File: config.mk
export PLATFORM = sky130hd
export DESIGN_NAME = swd_sense_wire_diag
export DESIGN_NICKNAME = d
export VERILOG_FILES = /design/src/design/swd_sense_wire_diag.v /design/src/design/swd_result_mem.v
export VERILOG_INCLUDE_DIRS = /design/src /design/src/design
export SDC_FILE = /design/constraint.sdc
export NUM_CORES = 1
export LEC_CHECK = 0
export BUFFER_PORTS_ARGS = -buffer_cell sky130_fd_sc_hd__buf_2
export CORE_ASPECT_RATIO = 0.9
export CORE_MARGIN = 1
export CORE_UTILIZATION = 64
export DETAILED_ROUTE_END_ITERATION = 7
export PLACE_DENSITY = 0.85
export SYNTH_ARGS = -nofsm -noshare
export SYNTH_HDL_FRONTEND = slang
export SYNTH_SLANG_ARGS = --single-unit
export TNS_END_PERCENT = 30
File: constraint.sdc
create_clock -name clk_in -period 6.75 [get_ports clk_in]
set_input_delay 1.35 -clock clk_in [delete_from_list [all_inputs] [get_ports clk_in]]
set_output_delay 1.35 -clock clk_in [all_outputs]
set_load 0.02 [all_outputs]
File: src/design/swd_consts.vh
// Register offsets, field positions, reset values and codes for the sense-wire diagnostic
`ifndef SWD_CONSTS_VH
`define SWD_CONSTS_VH

// Register byte offsets on the Avalon-MM slave
`define SWD_ADDR_SCAN_CONFIG   6'h00
`define SWD_ADDR_SCAN_CONTROL  6'h04
`define SWD_ADDR_BALANCE       6'h08
`define SWD_ADDR_CELL_MEASURE  6'h0c
`define SWD_ADDR_AUX_DIAG      6'h10
`define SWD_ADDR_BUSBAR        6'h14
`define SWD_ADDR_LIMITS        6'h18
`define SWD_ADDR_ALERTS        6'h1c

// Scan configuration field codes
`define SWD_MODE_ODD           3'h6
`define SWD_MODE_EVEN          3'h7

// Switch enable patterns forced in the two diagnostics
`define SWD_ODD_PATTERN        14'h1555
`define SWD_EVEN_PATTERN       14'h2aaa

// Forced values during a diagnostic scan
`define SWD_FORCE_CSA_BLK      2'h0
`define SWD_FORCE_AUX          4'h0
`define SWD_FORCE_DIAGSEL      8'h00
`define SWD_FORCE_OVERSAMPLE   3'h0
`define SWD_FORCE_ALT_PATH     1'b1

// Result code for 2.5 V; results above are limited to it
`define SWD_RESULT_MAX         14'h1fff

// Field positions
`define SWD_CTRL_START_BIT     0
`define SWD_CTRL_ALT_BIT       1
`define SWD_CTRL_BIPOLAR_BIT   2
`define SWD_CTRL_BUSY_BIT      8
`define SWD_SUMMARY_BIT        16

// Reset values
`define SWD_RST_TOP            4'he
`define SWD_RST_HIGH_LIMIT     14'h1fff
`define SWD_RST_LOW_LIMIT      14'h0000

// Channel count and last channel index
`define SWD_CHANNELS           14
`define SWD_LAST_CHANNEL       4'hd

`endif

File: src/design/swd_sense_wire_diag.v
// Sense-wire open diagnostic: config overrides, result compare and alert flags
// What this block does
// - Either sense-wire open mode forces bipolar conversion for near-zero voltages.
// - Diagnostic closes only nonadjacent switches, odd or even set by mode.
// - Alternate-path select is forced to one throughout the diagnostic scan.
// - Every measured result is compared with both high and low limits.
// - A result outside the window sets that channel's alert flag bit.
// - Switch enable is overridden with 1555h odd or 2AAAh even.
// - Override masks bus-bar positions and positions above the top setting.
// - Scan clears current/block, auxiliary enables and both diagnostic selects.
// - Cell measure enable equals overridden switch enable and not bus-bar flag.
// - Oversample rate is forced to zero, one sample per channel.
// - Overrides apply only while scanning; user settings return at the end.
// - Odd diagnostic measures odd cells only; even cells stay unmeasured.
// - Low-limit violations are reported; unmeasured channels raise no alert.
// - Results are limited to 2.5 V before the limit comparisons.
// - Bus-bar positions are excluded from switch closure and measurement.
// - At scan end the summary bit becomes the OR of all flags.
// - Over/undervoltage and mismatch alerts are not updated in diagnostic scans.
//
// The Avalon-MM register port and the address map are this design's own decisions.
`timescale 1ns/1ps
`include "swd_consts.vh"
module swd_sense_wire_diag (
  input  wire        clk_in,
  input  wire        sys_rst_in,
  input  wire [5:0]  avm_address_in,
  input  wire        avm_read_in,
  input  wire        avm_write_in,
  input  wire [31:0] avm_writedata_in,
  output reg  [31:0] avm_readdata_out,
  output reg         avm_waitrequest_out,
  input  wire        meas_valid_in,
  input  wire [3:0]  meas_channel_in,
  input  wire [13:0] meas_data_in,
  input  wire        scan_done_in,
  output reg         scan_request_out,
  output reg         scan_busy_out,
  output reg  [13:0] balance_switch_enable_out,
  output reg  [15:0] cell_measure_enable_out,
  output reg  [3:0]  aux_measure_enable_out,
  output reg  [7:0]  diagnostic_select_out,
  output reg         alternate_path_select_out,
  output reg  [2:0]  oversample_rate_out,
  output reg         bipolar_mode_out,
  output reg         normal_alert_update_out,
  output reg  [13:0] switch_alert_flags_out,
  output reg         switch_alert_summary_out
);

  localparam [1:0] ST_IDLE    = 2'h0;
  localparam [1:0] ST_ACTIVE  = 2'h1;
  localparam [1:0] ST_COMPARE = 2'h2;
  localparam [1:0] ST_FINISH  = 2'h3;

  // User-programmed configuration
  reg  [2:0]  scan_config_select_q;
  reg  [3:0]  top_position_setting_q;
  reg         user_alt_path_q;
  reg         user_bipolar_q;
  reg  [2:0]  user_oversample_q;
  reg  [13:0] user_balance_q;
  reg  [15:0] user_measure_q;
  reg  [3:0]  user_aux_q;
  reg  [7:0]  user_diag_sel_q;
  reg  [13:0] busbar_position_flag_q;
  reg  [13:0] switch_low_limit_q;
  reg  [13:0] switch_high_limit_q;

  // Scan state
  reg  [1:0]  state_q;
  reg  [1:0]  state_d;
  reg         diag_q;
  reg         odd_q;
  reg  [3:0]  cmp_addr_q;
  reg  [3:0]  cmp_chan_q;
  reg         cmp_valid_q;
  reg  [13:0] new_flags_q;
  reg  [13:0] diag_switch_q;

  // Bus handshake and result-store wires
  wire        bus_req;
  wire        bus_take;
  wire        wr_take;
  wire        start_req;
  wire [13:0] rd_data;
  wire [13:0] clamped;
  wire        mem_we;

  // Positions at or below the top setting
  function [13:0] swd_top_mask;
    input [3:0] top;
    integer i;
    begin
      swd_top_mask = 14'h0000;
      for (i = 0; i < `SWD_CHANNELS; i = i + 1)
      begin
        if (i < top)
        begin
          swd_top_mask[i] = 1'b1;
        end
      end
    end
  endfunction

  // Diagnostic switch pattern after masking
  function [13:0] swd_diag_switches;
    input        odd;
    input [13:0] busbar;
    input [3:0]  top;
    begin
      swd_diag_switches = (odd ? `SWD_ODD_PATTERN : `SWD_EVEN_PATTERN) & ~busbar &
                          swd_top_mask(top);
    end
  endfunction

  // Limit results at the 2.5 V code
  function [13:0] swd_clamp;
    input [13:0] data;
    begin
      swd_clamp = (data > `SWD_RESULT_MAX) ? `SWD_RESULT_MAX : data;
    end
  endfunction

  // Request held until waitrequest drops; one wait cycle each access
  assign bus_req   = avm_read_in | avm_write_in;
  assign bus_take  = bus_req & ~avm_waitrequest_out;
  assign wr_take   = avm_write_in & ~avm_waitrequest_out;
  assign start_req = wr_take & (avm_address_in == `SWD_ADDR_SCAN_CONTROL) &
                     avm_writedata_in[`SWD_CTRL_START_BIT];

  // Results captured only while a scan runs
  assign mem_we  = (state_q == ST_ACTIVE) & meas_valid_in &
                   (meas_channel_in <= `SWD_LAST_CHANNEL);
  assign clamped = swd_clamp(rd_data);

  swd_result_mem u_results (
    .clk_in      (clk_in),
    .wr_en_in    (mem_we),
    .wr_addr_in  (meas_channel_in),
    .wr_data_in  (meas_data_in),
    .rd_addr_in  (cmp_addr_q),
    .rd_data_out (rd_data)
  );

  // Waitrequest and read data, both registered
  always @(posedge clk_in)
  begin
    if (sys_rst_in)
    begin
      avm_waitrequest_out <= 1'b1;
      avm_readdata_out    <= 32'h00000000;
    end
    else
    begin
      avm_waitrequest_out <= ~(bus_req & avm_waitrequest_out);
      if (avm_read_in & avm_waitrequest_out)
      begin
        case (avm_address_in)
          `SWD_ADDR_SCAN_CONFIG:
            avm_readdata_out <= {24'h000000, top_position_setting_q, 1'b0,
                                 scan_config_select_q};
          `SWD_ADDR_SCAN_CONTROL:
            avm_readdata_out <= {23'h000000, scan_busy_out, 1'b0, user_oversample_q, 1'b0,
                                 user_bipolar_q, user_alt_path_q, 1'b0};
          `SWD_ADDR_BALANCE:
            avm_readdata_out <= {18'h00000, user_balance_q};
          `SWD_ADDR_CELL_MEASURE:
            avm_readdata_out <= {16'h0000, user_measure_q};
          `SWD_ADDR_AUX_DIAG:
            avm_readdata_out <= {20'h00000, user_diag_sel_q, user_aux_q};
          `SWD_ADDR_BUSBAR:
            avm_readdata_out <= {18'h00000, busbar_position_flag_q};
          `SWD_ADDR_LIMITS:
            avm_readdata_out <= {2'h0, switch_high_limit_q, 2'h0, switch_low_limit_q};
          `SWD_ADDR_ALERTS:
            avm_readdata_out <= {15'h0000, switch_alert_summary_out, 2'h0,
                                 switch_alert_flags_out};
          default:
            avm_readdata_out <= 32'h00000000;
        endcase
      end
    end
  end

  // Configuration registers; unmapped writes are dropped
  always @(posedge clk_in)
  begin
    if (sys_rst_in)
    begin
      scan_config_select_q   <= 3'h0;
      top_position_setting_q <= `SWD_RST_TOP;
      user_alt_path_q        <= 1'b0;
      user_bipolar_q         <= 1'b0;
      user_oversample_q      <= 3'h0;
      user_balance_q         <= 14'h0000;
      user_measure_q         <= 16'h0000;
      user_aux_q             <= 4'h0;
      user_diag_sel_q        <= 8'h00;
      busbar_position_flag_q <= 14'h0000;
      switch_low_limit_q     <= `SWD_RST_LOW_LIMIT;
      switch_high_limit_q    <= `SWD_RST_HIGH_LIMIT;
    end
    else if (wr_take)
    begin
      case (avm_address_in)
        `SWD_ADDR_SCAN_CONFIG:
        begin
          scan_config_select_q   <= avm_writedata_in[2:0];
          top_position_setting_q <= avm_writedata_in[7:4];
        end
        `SWD_ADDR_SCAN_CONTROL:
        begin
          user_alt_path_q   <= avm_writedata_in[`SWD_CTRL_ALT_BIT];
          user_bipolar_q    <= avm_writedata_in[`SWD_CTRL_BIPOLAR_BIT];
          user_oversample_q <= avm_writedata_in[6:4];
        end
        `SWD_ADDR_BALANCE:      user_balance_q <= avm_writedata_in[13:0];
        `SWD_ADDR_CELL_MEASURE: user_measure_q <= avm_writedata_in[15:0];
        `SWD_ADDR_AUX_DIAG:
        begin
          user_aux_q      <= avm_writedata_in[3:0];
          user_diag_sel_q <= avm_writedata_in[11:4];
        end
        `SWD_ADDR_BUSBAR:       busbar_position_flag_q <= avm_writedata_in[13:0];
        `SWD_ADDR_LIMITS:
        begin
          switch_low_limit_q  <= avm_writedata_in[13:0];
          switch_high_limit_q <= avm_writedata_in[29:16];
        end
        default:
        begin
          scan_config_select_q <= scan_config_select_q;
        end
      endcase
    end
  end

  // Next scan state
  always @*
  begin
    state_d = state_q;
    case (state_q)
      ST_IDLE:
        if (start_req)
        begin
          state_d = ST_ACTIVE;
        end
      ST_ACTIVE:
        if (scan_done_in)
        begin
          state_d = diag_q ? ST_COMPARE : ST_FINISH;
        end
      ST_COMPARE:
        if (cmp_valid_q & (cmp_chan_q == `SWD_LAST_CHANNEL))
        begin
          state_d = ST_FINISH;
        end
      ST_FINISH:
        state_d = ST_IDLE;
      default:
        state_d = ST_IDLE;
    endcase
  end

  // Scan sequencing and per-channel window compare
  always @(posedge clk_in)
  begin
    if (sys_rst_in)
    begin
      state_q          <= ST_IDLE;
      diag_q           <= 1'b0;
      odd_q            <= 1'b0;
      diag_switch_q    <= 14'h0000;
      cmp_addr_q       <= 4'h0;
      cmp_chan_q       <= 4'h0;
      cmp_valid_q      <= 1'b0;
      new_flags_q      <= 14'h0000;
      scan_request_out <= 1'b0;
    end
    else
    begin
      state_q          <= state_d;
      scan_request_out <= (state_q == ST_IDLE) & start_req;
      if ((state_q == ST_IDLE) & start_req)
      begin
        diag_q        <= (scan_config_select_q == `SWD_MODE_ODD) |
                         (scan_config_select_q == `SWD_MODE_EVEN);
        odd_q         <= (scan_config_select_q == `SWD_MODE_ODD);
        diag_switch_q <= swd_diag_switches(scan_config_select_q == `SWD_MODE_ODD,
                                           busbar_position_flag_q, top_position_setting_q);
        new_flags_q   <= 14'h0000;
        cmp_addr_q    <= 4'h0;
        cmp_valid_q   <= 1'b0;
      end
      // Read address runs one cycle ahead of the data
      if (state_q == ST_COMPARE)
      begin
        cmp_chan_q  <= cmp_addr_q;
        cmp_valid_q <= 1'b1;
        if (cmp_addr_q != `SWD_LAST_CHANNEL)
        begin
          cmp_addr_q <= cmp_addr_q + 4'h1;
        end
        if (cmp_valid_q)
        begin
          new_flags_q[cmp_chan_q] <= diag_switch_q[cmp_chan_q] &
                                     ~busbar_position_flag_q[cmp_chan_q] &
                                     ((clamped < switch_low_limit_q) |
                                      (clamped > switch_high_limit_q));
        end
      end
    end
  end

  // Alert flags: end-of-scan update wins over a same-cycle software clear
  always @(posedge clk_in)
  begin
    if (sys_rst_in)
    begin
      switch_alert_flags_out   <= 14'h0000;
      switch_alert_summary_out <= 1'b0;
    end
    else if ((state_q == ST_FINISH) & diag_q)
    begin
      switch_alert_flags_out   <= new_flags_q;
      switch_alert_summary_out <= |new_flags_q;
    end
    else if (wr_take & (avm_address_in == `SWD_ADDR_ALERTS))
    begin
      switch_alert_flags_out   <= switch_alert_flags_out & avm_writedata_in[13:0];
      switch_alert_summary_out <= switch_alert_summary_out &
                                  avm_writedata_in[`SWD_SUMMARY_BIT];
    end
  end

  // Effective configuration toward the acquisition path, registered
  always @(posedge clk_in)
  begin
    if (sys_rst_in)
    begin
      scan_busy_out             <= 1'b0;
      balance_switch_enable_out <= 14'h0000;
      cell_measure_enable_out   <= 16'h0000;
      aux_measure_enable_out    <= 4'h0;
      diagnostic_select_out     <= 8'h00;
      alternate_path_select_out <= 1'b0;
      oversample_rate_out       <= 3'h0;
      bipolar_mode_out          <= 1'b0;
      normal_alert_update_out   <= 1'b0;
    end
    else if ((state_d == ST_ACTIVE) & ((state_q == ST_ACTIVE) ? diag_q :
             ((scan_config_select_q == `SWD_MODE_ODD) |
              (scan_config_select_q == `SWD_MODE_EVEN))))
    begin
      scan_busy_out             <= 1'b1;
      balance_switch_enable_out <= (state_q == ST_ACTIVE) ? diag_switch_q :
        swd_diag_switches(scan_config_select_q == `SWD_MODE_ODD,
                          busbar_position_flag_q, top_position_setting_q);
      cell_measure_enable_out   <= {`SWD_FORCE_CSA_BLK, ((state_q == ST_ACTIVE) ?
        diag_switch_q : swd_diag_switches(scan_config_select_q == `SWD_MODE_ODD,
        busbar_position_flag_q, top_position_setting_q)) & ~busbar_position_flag_q};
      aux_measure_enable_out    <= `SWD_FORCE_AUX;
      diagnostic_select_out     <= `SWD_FORCE_DIAGSEL;
      alternate_path_select_out <= `SWD_FORCE_ALT_PATH;
      oversample_rate_out       <= `SWD_FORCE_OVERSAMPLE;
      bipolar_mode_out          <= 1'b1;
      normal_alert_update_out   <= 1'b0;
    end
    else
    begin
      scan_busy_out             <= (state_d != ST_IDLE);
      balance_switch_enable_out <= user_balance_q;
      cell_measure_enable_out   <= user_measure_q;
      aux_measure_enable_out    <= user_aux_q;
      diagnostic_select_out     <= user_diag_sel_q;
      alternate_path_select_out <= user_alt_path_q;
      oversample_rate_out       <= user_oversample_q;
      bipolar_mode_out          <= user_bipolar_q;
      normal_alert_update_out   <= ~((state_d != ST_IDLE) & diag_q &
                                     (state_q != ST_IDLE));
    end
  end

endmodule

File: src/design/swd_result_mem.v
// Result store: 16 words of 14 bits, registered read port
`timescale 1ns/1ps
module swd_result_mem (
  input  wire        clk_in,
  input  wire        wr_en_in,
  input  wire [3:0]  wr_addr_in,
  input  wire [13:0] wr_data_in,
  input  wire [3:0]  rd_addr_in,
  output reg  [13:0] rd_data_out
);

  reg [13:0] mem_q [0:15];

  // Write and registered read; contents need no reset
  always @(posedge clk_in)
  begin
    if (wr_en_in)
    begin
      mem_q[wr_addr_in] <= wr_data_in;
    end
    rd_data_out <= mem_q[rd_addr_in];
  end

endmodule

==> results.yml <==
route:
  via_per_inst: 6.59
  detail-route-antenna-nets: 0
  drc: 0
  wl_mm: 53.2
  drt-wirelength-per-cell_um: 25.2
  dr.pass1.iters: 7
  drtIter0Drc: 2137
  vias: 13941
cells_and_area:
  mostFrequentLayoutCell: "nand2_1"
  drive_above_1_share_pct: 21.8
  nNetsFinal: 1774
  synthToLayoutAreaGrowth_pct: 14.2
  mostFrequentLayoutCells: "255 x nand2_1, 244 x dfxtp_1, 224 x edfxtp_1, 154 x buf_2, 143 x a21oi_1"
  n_antenna_cell: 0
  nFillCells: 1799
floorplan:
  fp.dieH_um: 164
  die_area_um2: 30000
  die_w_um: 182
  start_util_pct: 65.0
  row_count: 59
  core_area_um2: 28900
  ios: 160
worst_hold_path:
  hold_path_depth: 2
  hp-start: "avm_readdata_out[14]"
  hold_class: "reg2reg"
  hold_path_end: "avm_readdata_out[14]"
power:
  clkPwrFrac_pct: 44.9
  power_density_nw_per_um2: 265
  netSwitchingPower_uw: 1180
  ir_drop_mv: 0.360
  total_power_uw: 5670
  power_frac_comb_pct: 2.1
  leakage_uw: 0.00751
  swShare_pct: 20.8
  intPower_uw: 4490
  pwr-share-seq_pct: 53.0
synthesis:
  synth-simple-area-share_pct: 10.9
  synthAdderAreaFrac_pct: 1.93
  synth_mux_area_share_pct: 9.95
  synth_cell_type_count: 64
  syn_area_per_cell_um2: 12.2
  synth_top_family_by_area: "compound AO/OA/AOI/OAI gates"
  ys.flop_type: "dfxtp_1"
  ys_ff_latch: 470
  synth_xor_area_share_pct: 0
  yosys_warnings: 0
  synth_compound_area_share_pct: 11.9
  synth_edf_count: 224
  synth_cells: 1537
  syn_area_um2: 18800
  ys_async_sr_fraction_pct: 0
  ys_seq_area_share_pct: 62.1
clocking:
  cts.hold.buffers_added: 0
  clock_latency_ns: 0.57
  clock_path_buffers: 3
  path_clk_slew_ns: 0.06
  clock_sinks: 470
  post-cts-setup-buffers: 0
  cts_tree: "yes"
  ctsResizeCount: 0
  cts_made_buffers: 45
  ctsRootBufferMaster: "clkbuf_16"
  htree_levels: 2
placed_design:
  finalWeightedCongestion: 0.953
  port_buffers: 155
  hpwl_mm: 33.8
  place_ws_ns: 2.46
worst_setup_path:
  rr_worst_depth: 7
  crit_chain: "buf_2 > or4_1 > nor2_2 > and2_0 > nand2_1 > a21oi_1"
  critPathSlowestCell: "and2_0"
  slowest_delay_ns: 1.04
  crit_buf_inv: 1
  r2r_end: "new_flags_q[2]"
  path_max_fanout: 18
  path_class: "in2reg"
  critPathLaunch: "avm_address_in[5]"
  regToRegStartpoint: "u_results.rd_data_out[13]"
  worstPathArrival_ns: 4.34
  critPathTopFamily: "simple AND/OR/NAND/NOR gates"
  ff2ff_setup_slack_ns: 3.20
  start_kind: "input port"
  cp.required_ns: 7.21
  cp-end-kind: "flip-flop"
sta:
  fin_crit_ns: 3.88
  fin_skew_ns: 0.0295
  final-setup-viol-count: 0
  fin_crit_sh_pct: 57.5
  rsz0062_at_grt: "no"
  tightest_slew_ns: 1.31
  hold_viol: 0
  slew_viol_final: 0
  max_slew_margin_pct: 12.3
  finalWorstSetupSlack_ns: 2.87
  tns_ns: 0
  fmax_mhz: 258
grt:
  antenna_found_initial: 2
  grt_pass1_wl_mm: 78.1
  grt_pass1_vias: 13218
  grt_max_degree: 69
  grt_use_total_pct: 35.2
  overflow: 0
run_status:
  outcome: "finished clean"
flow_run:
  cap_violations: 0
power groups by stage:
stage / Clock, uW / Sequential (uW) / Combinational, uW
after floorplan: 0 / 3070 / 49.1
after global placement: 0 / 3060 / 108
after detailed placement: 0 / 3070 / 112
after CTS: 2550 / 3000 / 113
after global routing: 2670 / 3000 / 125
final: 2540 / 3000 / 119
worst reg2reg max path: stages, from the launching register on:
cell and delay, ns:
dfxtp_1 0.52, or2_2 0.47, ha_1 0.34, and3_1 0.18, or3b_2 0.46, o32a_1 0.49
o21ai_0 0.69, o32ai_1 0.23
state kept, by name, indices dropped and copies added (netlist names), 8 cells and up:
register / cells
u_results.rd_data_out: 14
switch_high_limit_q: 14
cell_measure_enable_out: 16
diagnostic_select_out: 8
u_results.mem_q: 224
diag_switch_q: 14
user_balance_q: 14
busbar_position_flag_q: 14
new_flags_q: 14
user_diag_sel_q: 8
avm_readdata_out: 30
switch_alert_flags_out: 14
switch_low_limit_q: 14
balance_switch_enable_out: 14
user_measure_q: 16
cells in the mapped netlist (5+ instances only):
| cell type | instances | area share, % |
|---|---|---|
| ha_1 | 29 | 1.9 |
| dfxtp_1 | 246 | 26 |
| nand2_1 | 255 | 5.1 |
| o21ai_0 | 17 | 0.45 |
| inv_1 | 36 | 0.72 |
| o22ai_1 | 9 | 0.30 |
| and2_1 | 17 | 0.57 |
| o211ai_1 | 32 | 1.3 |
| nor4_1 | 8 | 0.27 |
| mux4_2 | 76 | 9.1 |
| o31ai_1 | 5 | 0.20 |
| nand2b_1 | 8 | 0.27 |
| nand4_1 | 10 | 0.33 |
| a211oi_1 | 5 | 0.20 |
| clkbuf_1 | 75 | 1.5 |
| edfxtp_1 | 224 | 36 |
| nor2b_1 | 6 | 0.20 |
| a22oi_1 | 49 | 2.0 |
| nor3_1 | 19 | 0.51 |
| nor2_1 | 74 | 1.5 |
| o2bb2ai_1 | 10 | 0.47 |
| buf_2 | 25 | 0.67 |
| a222oi_1 | 6 | 0.32 |
| a31oi_1 | 10 | 0.33 |
| a22o_1 | 16 | 0.75 |
| or2_2 | 13 | 0.43 |
| buf_4 | 5 | 0.20 |
| mux2_2 | 11 | 0.66 |
| nand3_1 | 31 | 0.83 |
| a21o_1 | 5 | 0.20 |
| a21oi_1 | 143 | 3.8 |
cell families (layout without fill, tap and decap cells):
kind of cell	count (synthesis)	in the layout
and+or+nand+nor	464	464
AOI/OAI and AO/OA	338	338
DFF	470	470
adders and majority gates	29	29
buffers and inverters	145	296
muxes	90	90
other	1	32
stage by stage:
step | cells | instance area [um2] | utilization (%) | hold slack, ns
floorplan | 1568 | 18900 | - | 0.441
global placement | 2032 | 19900 | 69.0 | 0.438
finish | 2115 | 21400 | 74.2 | 0.453
CTS | 2115 | 21400 | 74.2 | 0.450
detailed placement | 2032 | 19900 | 69.0 | 0.442
global route | 2115 | 21400 | 74.2 | 0.477
routing by layer:
layer  vias up  GRT usage, %  part of all wire, %
met1      6701          48.6                   37
met2      1077          53.5                   45
li1       5959             -                    -
met3       200          8.62                   13
met4         4          15.5                  4.4
met5         -             0                0.049
worst max-delay path by stage:
stage          cells past startpoint  slack, ns                    end
6_report                           6       2.87     user_measure_q[10]
3_5_place_dp                       6       2.46      user_measure_q[3]
2_1_floorplan                      3       3.56  u_results.mem_q[0][0]
5_1_grt                            6       2.83     user_measure_q[10]
3_3_place_gp                       6       2.54     user_measure_q[15]
4_1_cts                            6       3.06     user_measure_q[10]
final cells by class:
class	instances	area (um2)	area share, %
clock buffers	64	1300	6.06
clock inverters	19	203	0.947
repair buffers	176	936	4.37
multi-input cells	953	6690	31.2
inverters	37	139	0.649
flip-flops and latches	470	11700	54.4
well taps	396	495	2.31
Note: power is estimated with default switching activity, not from simulation.
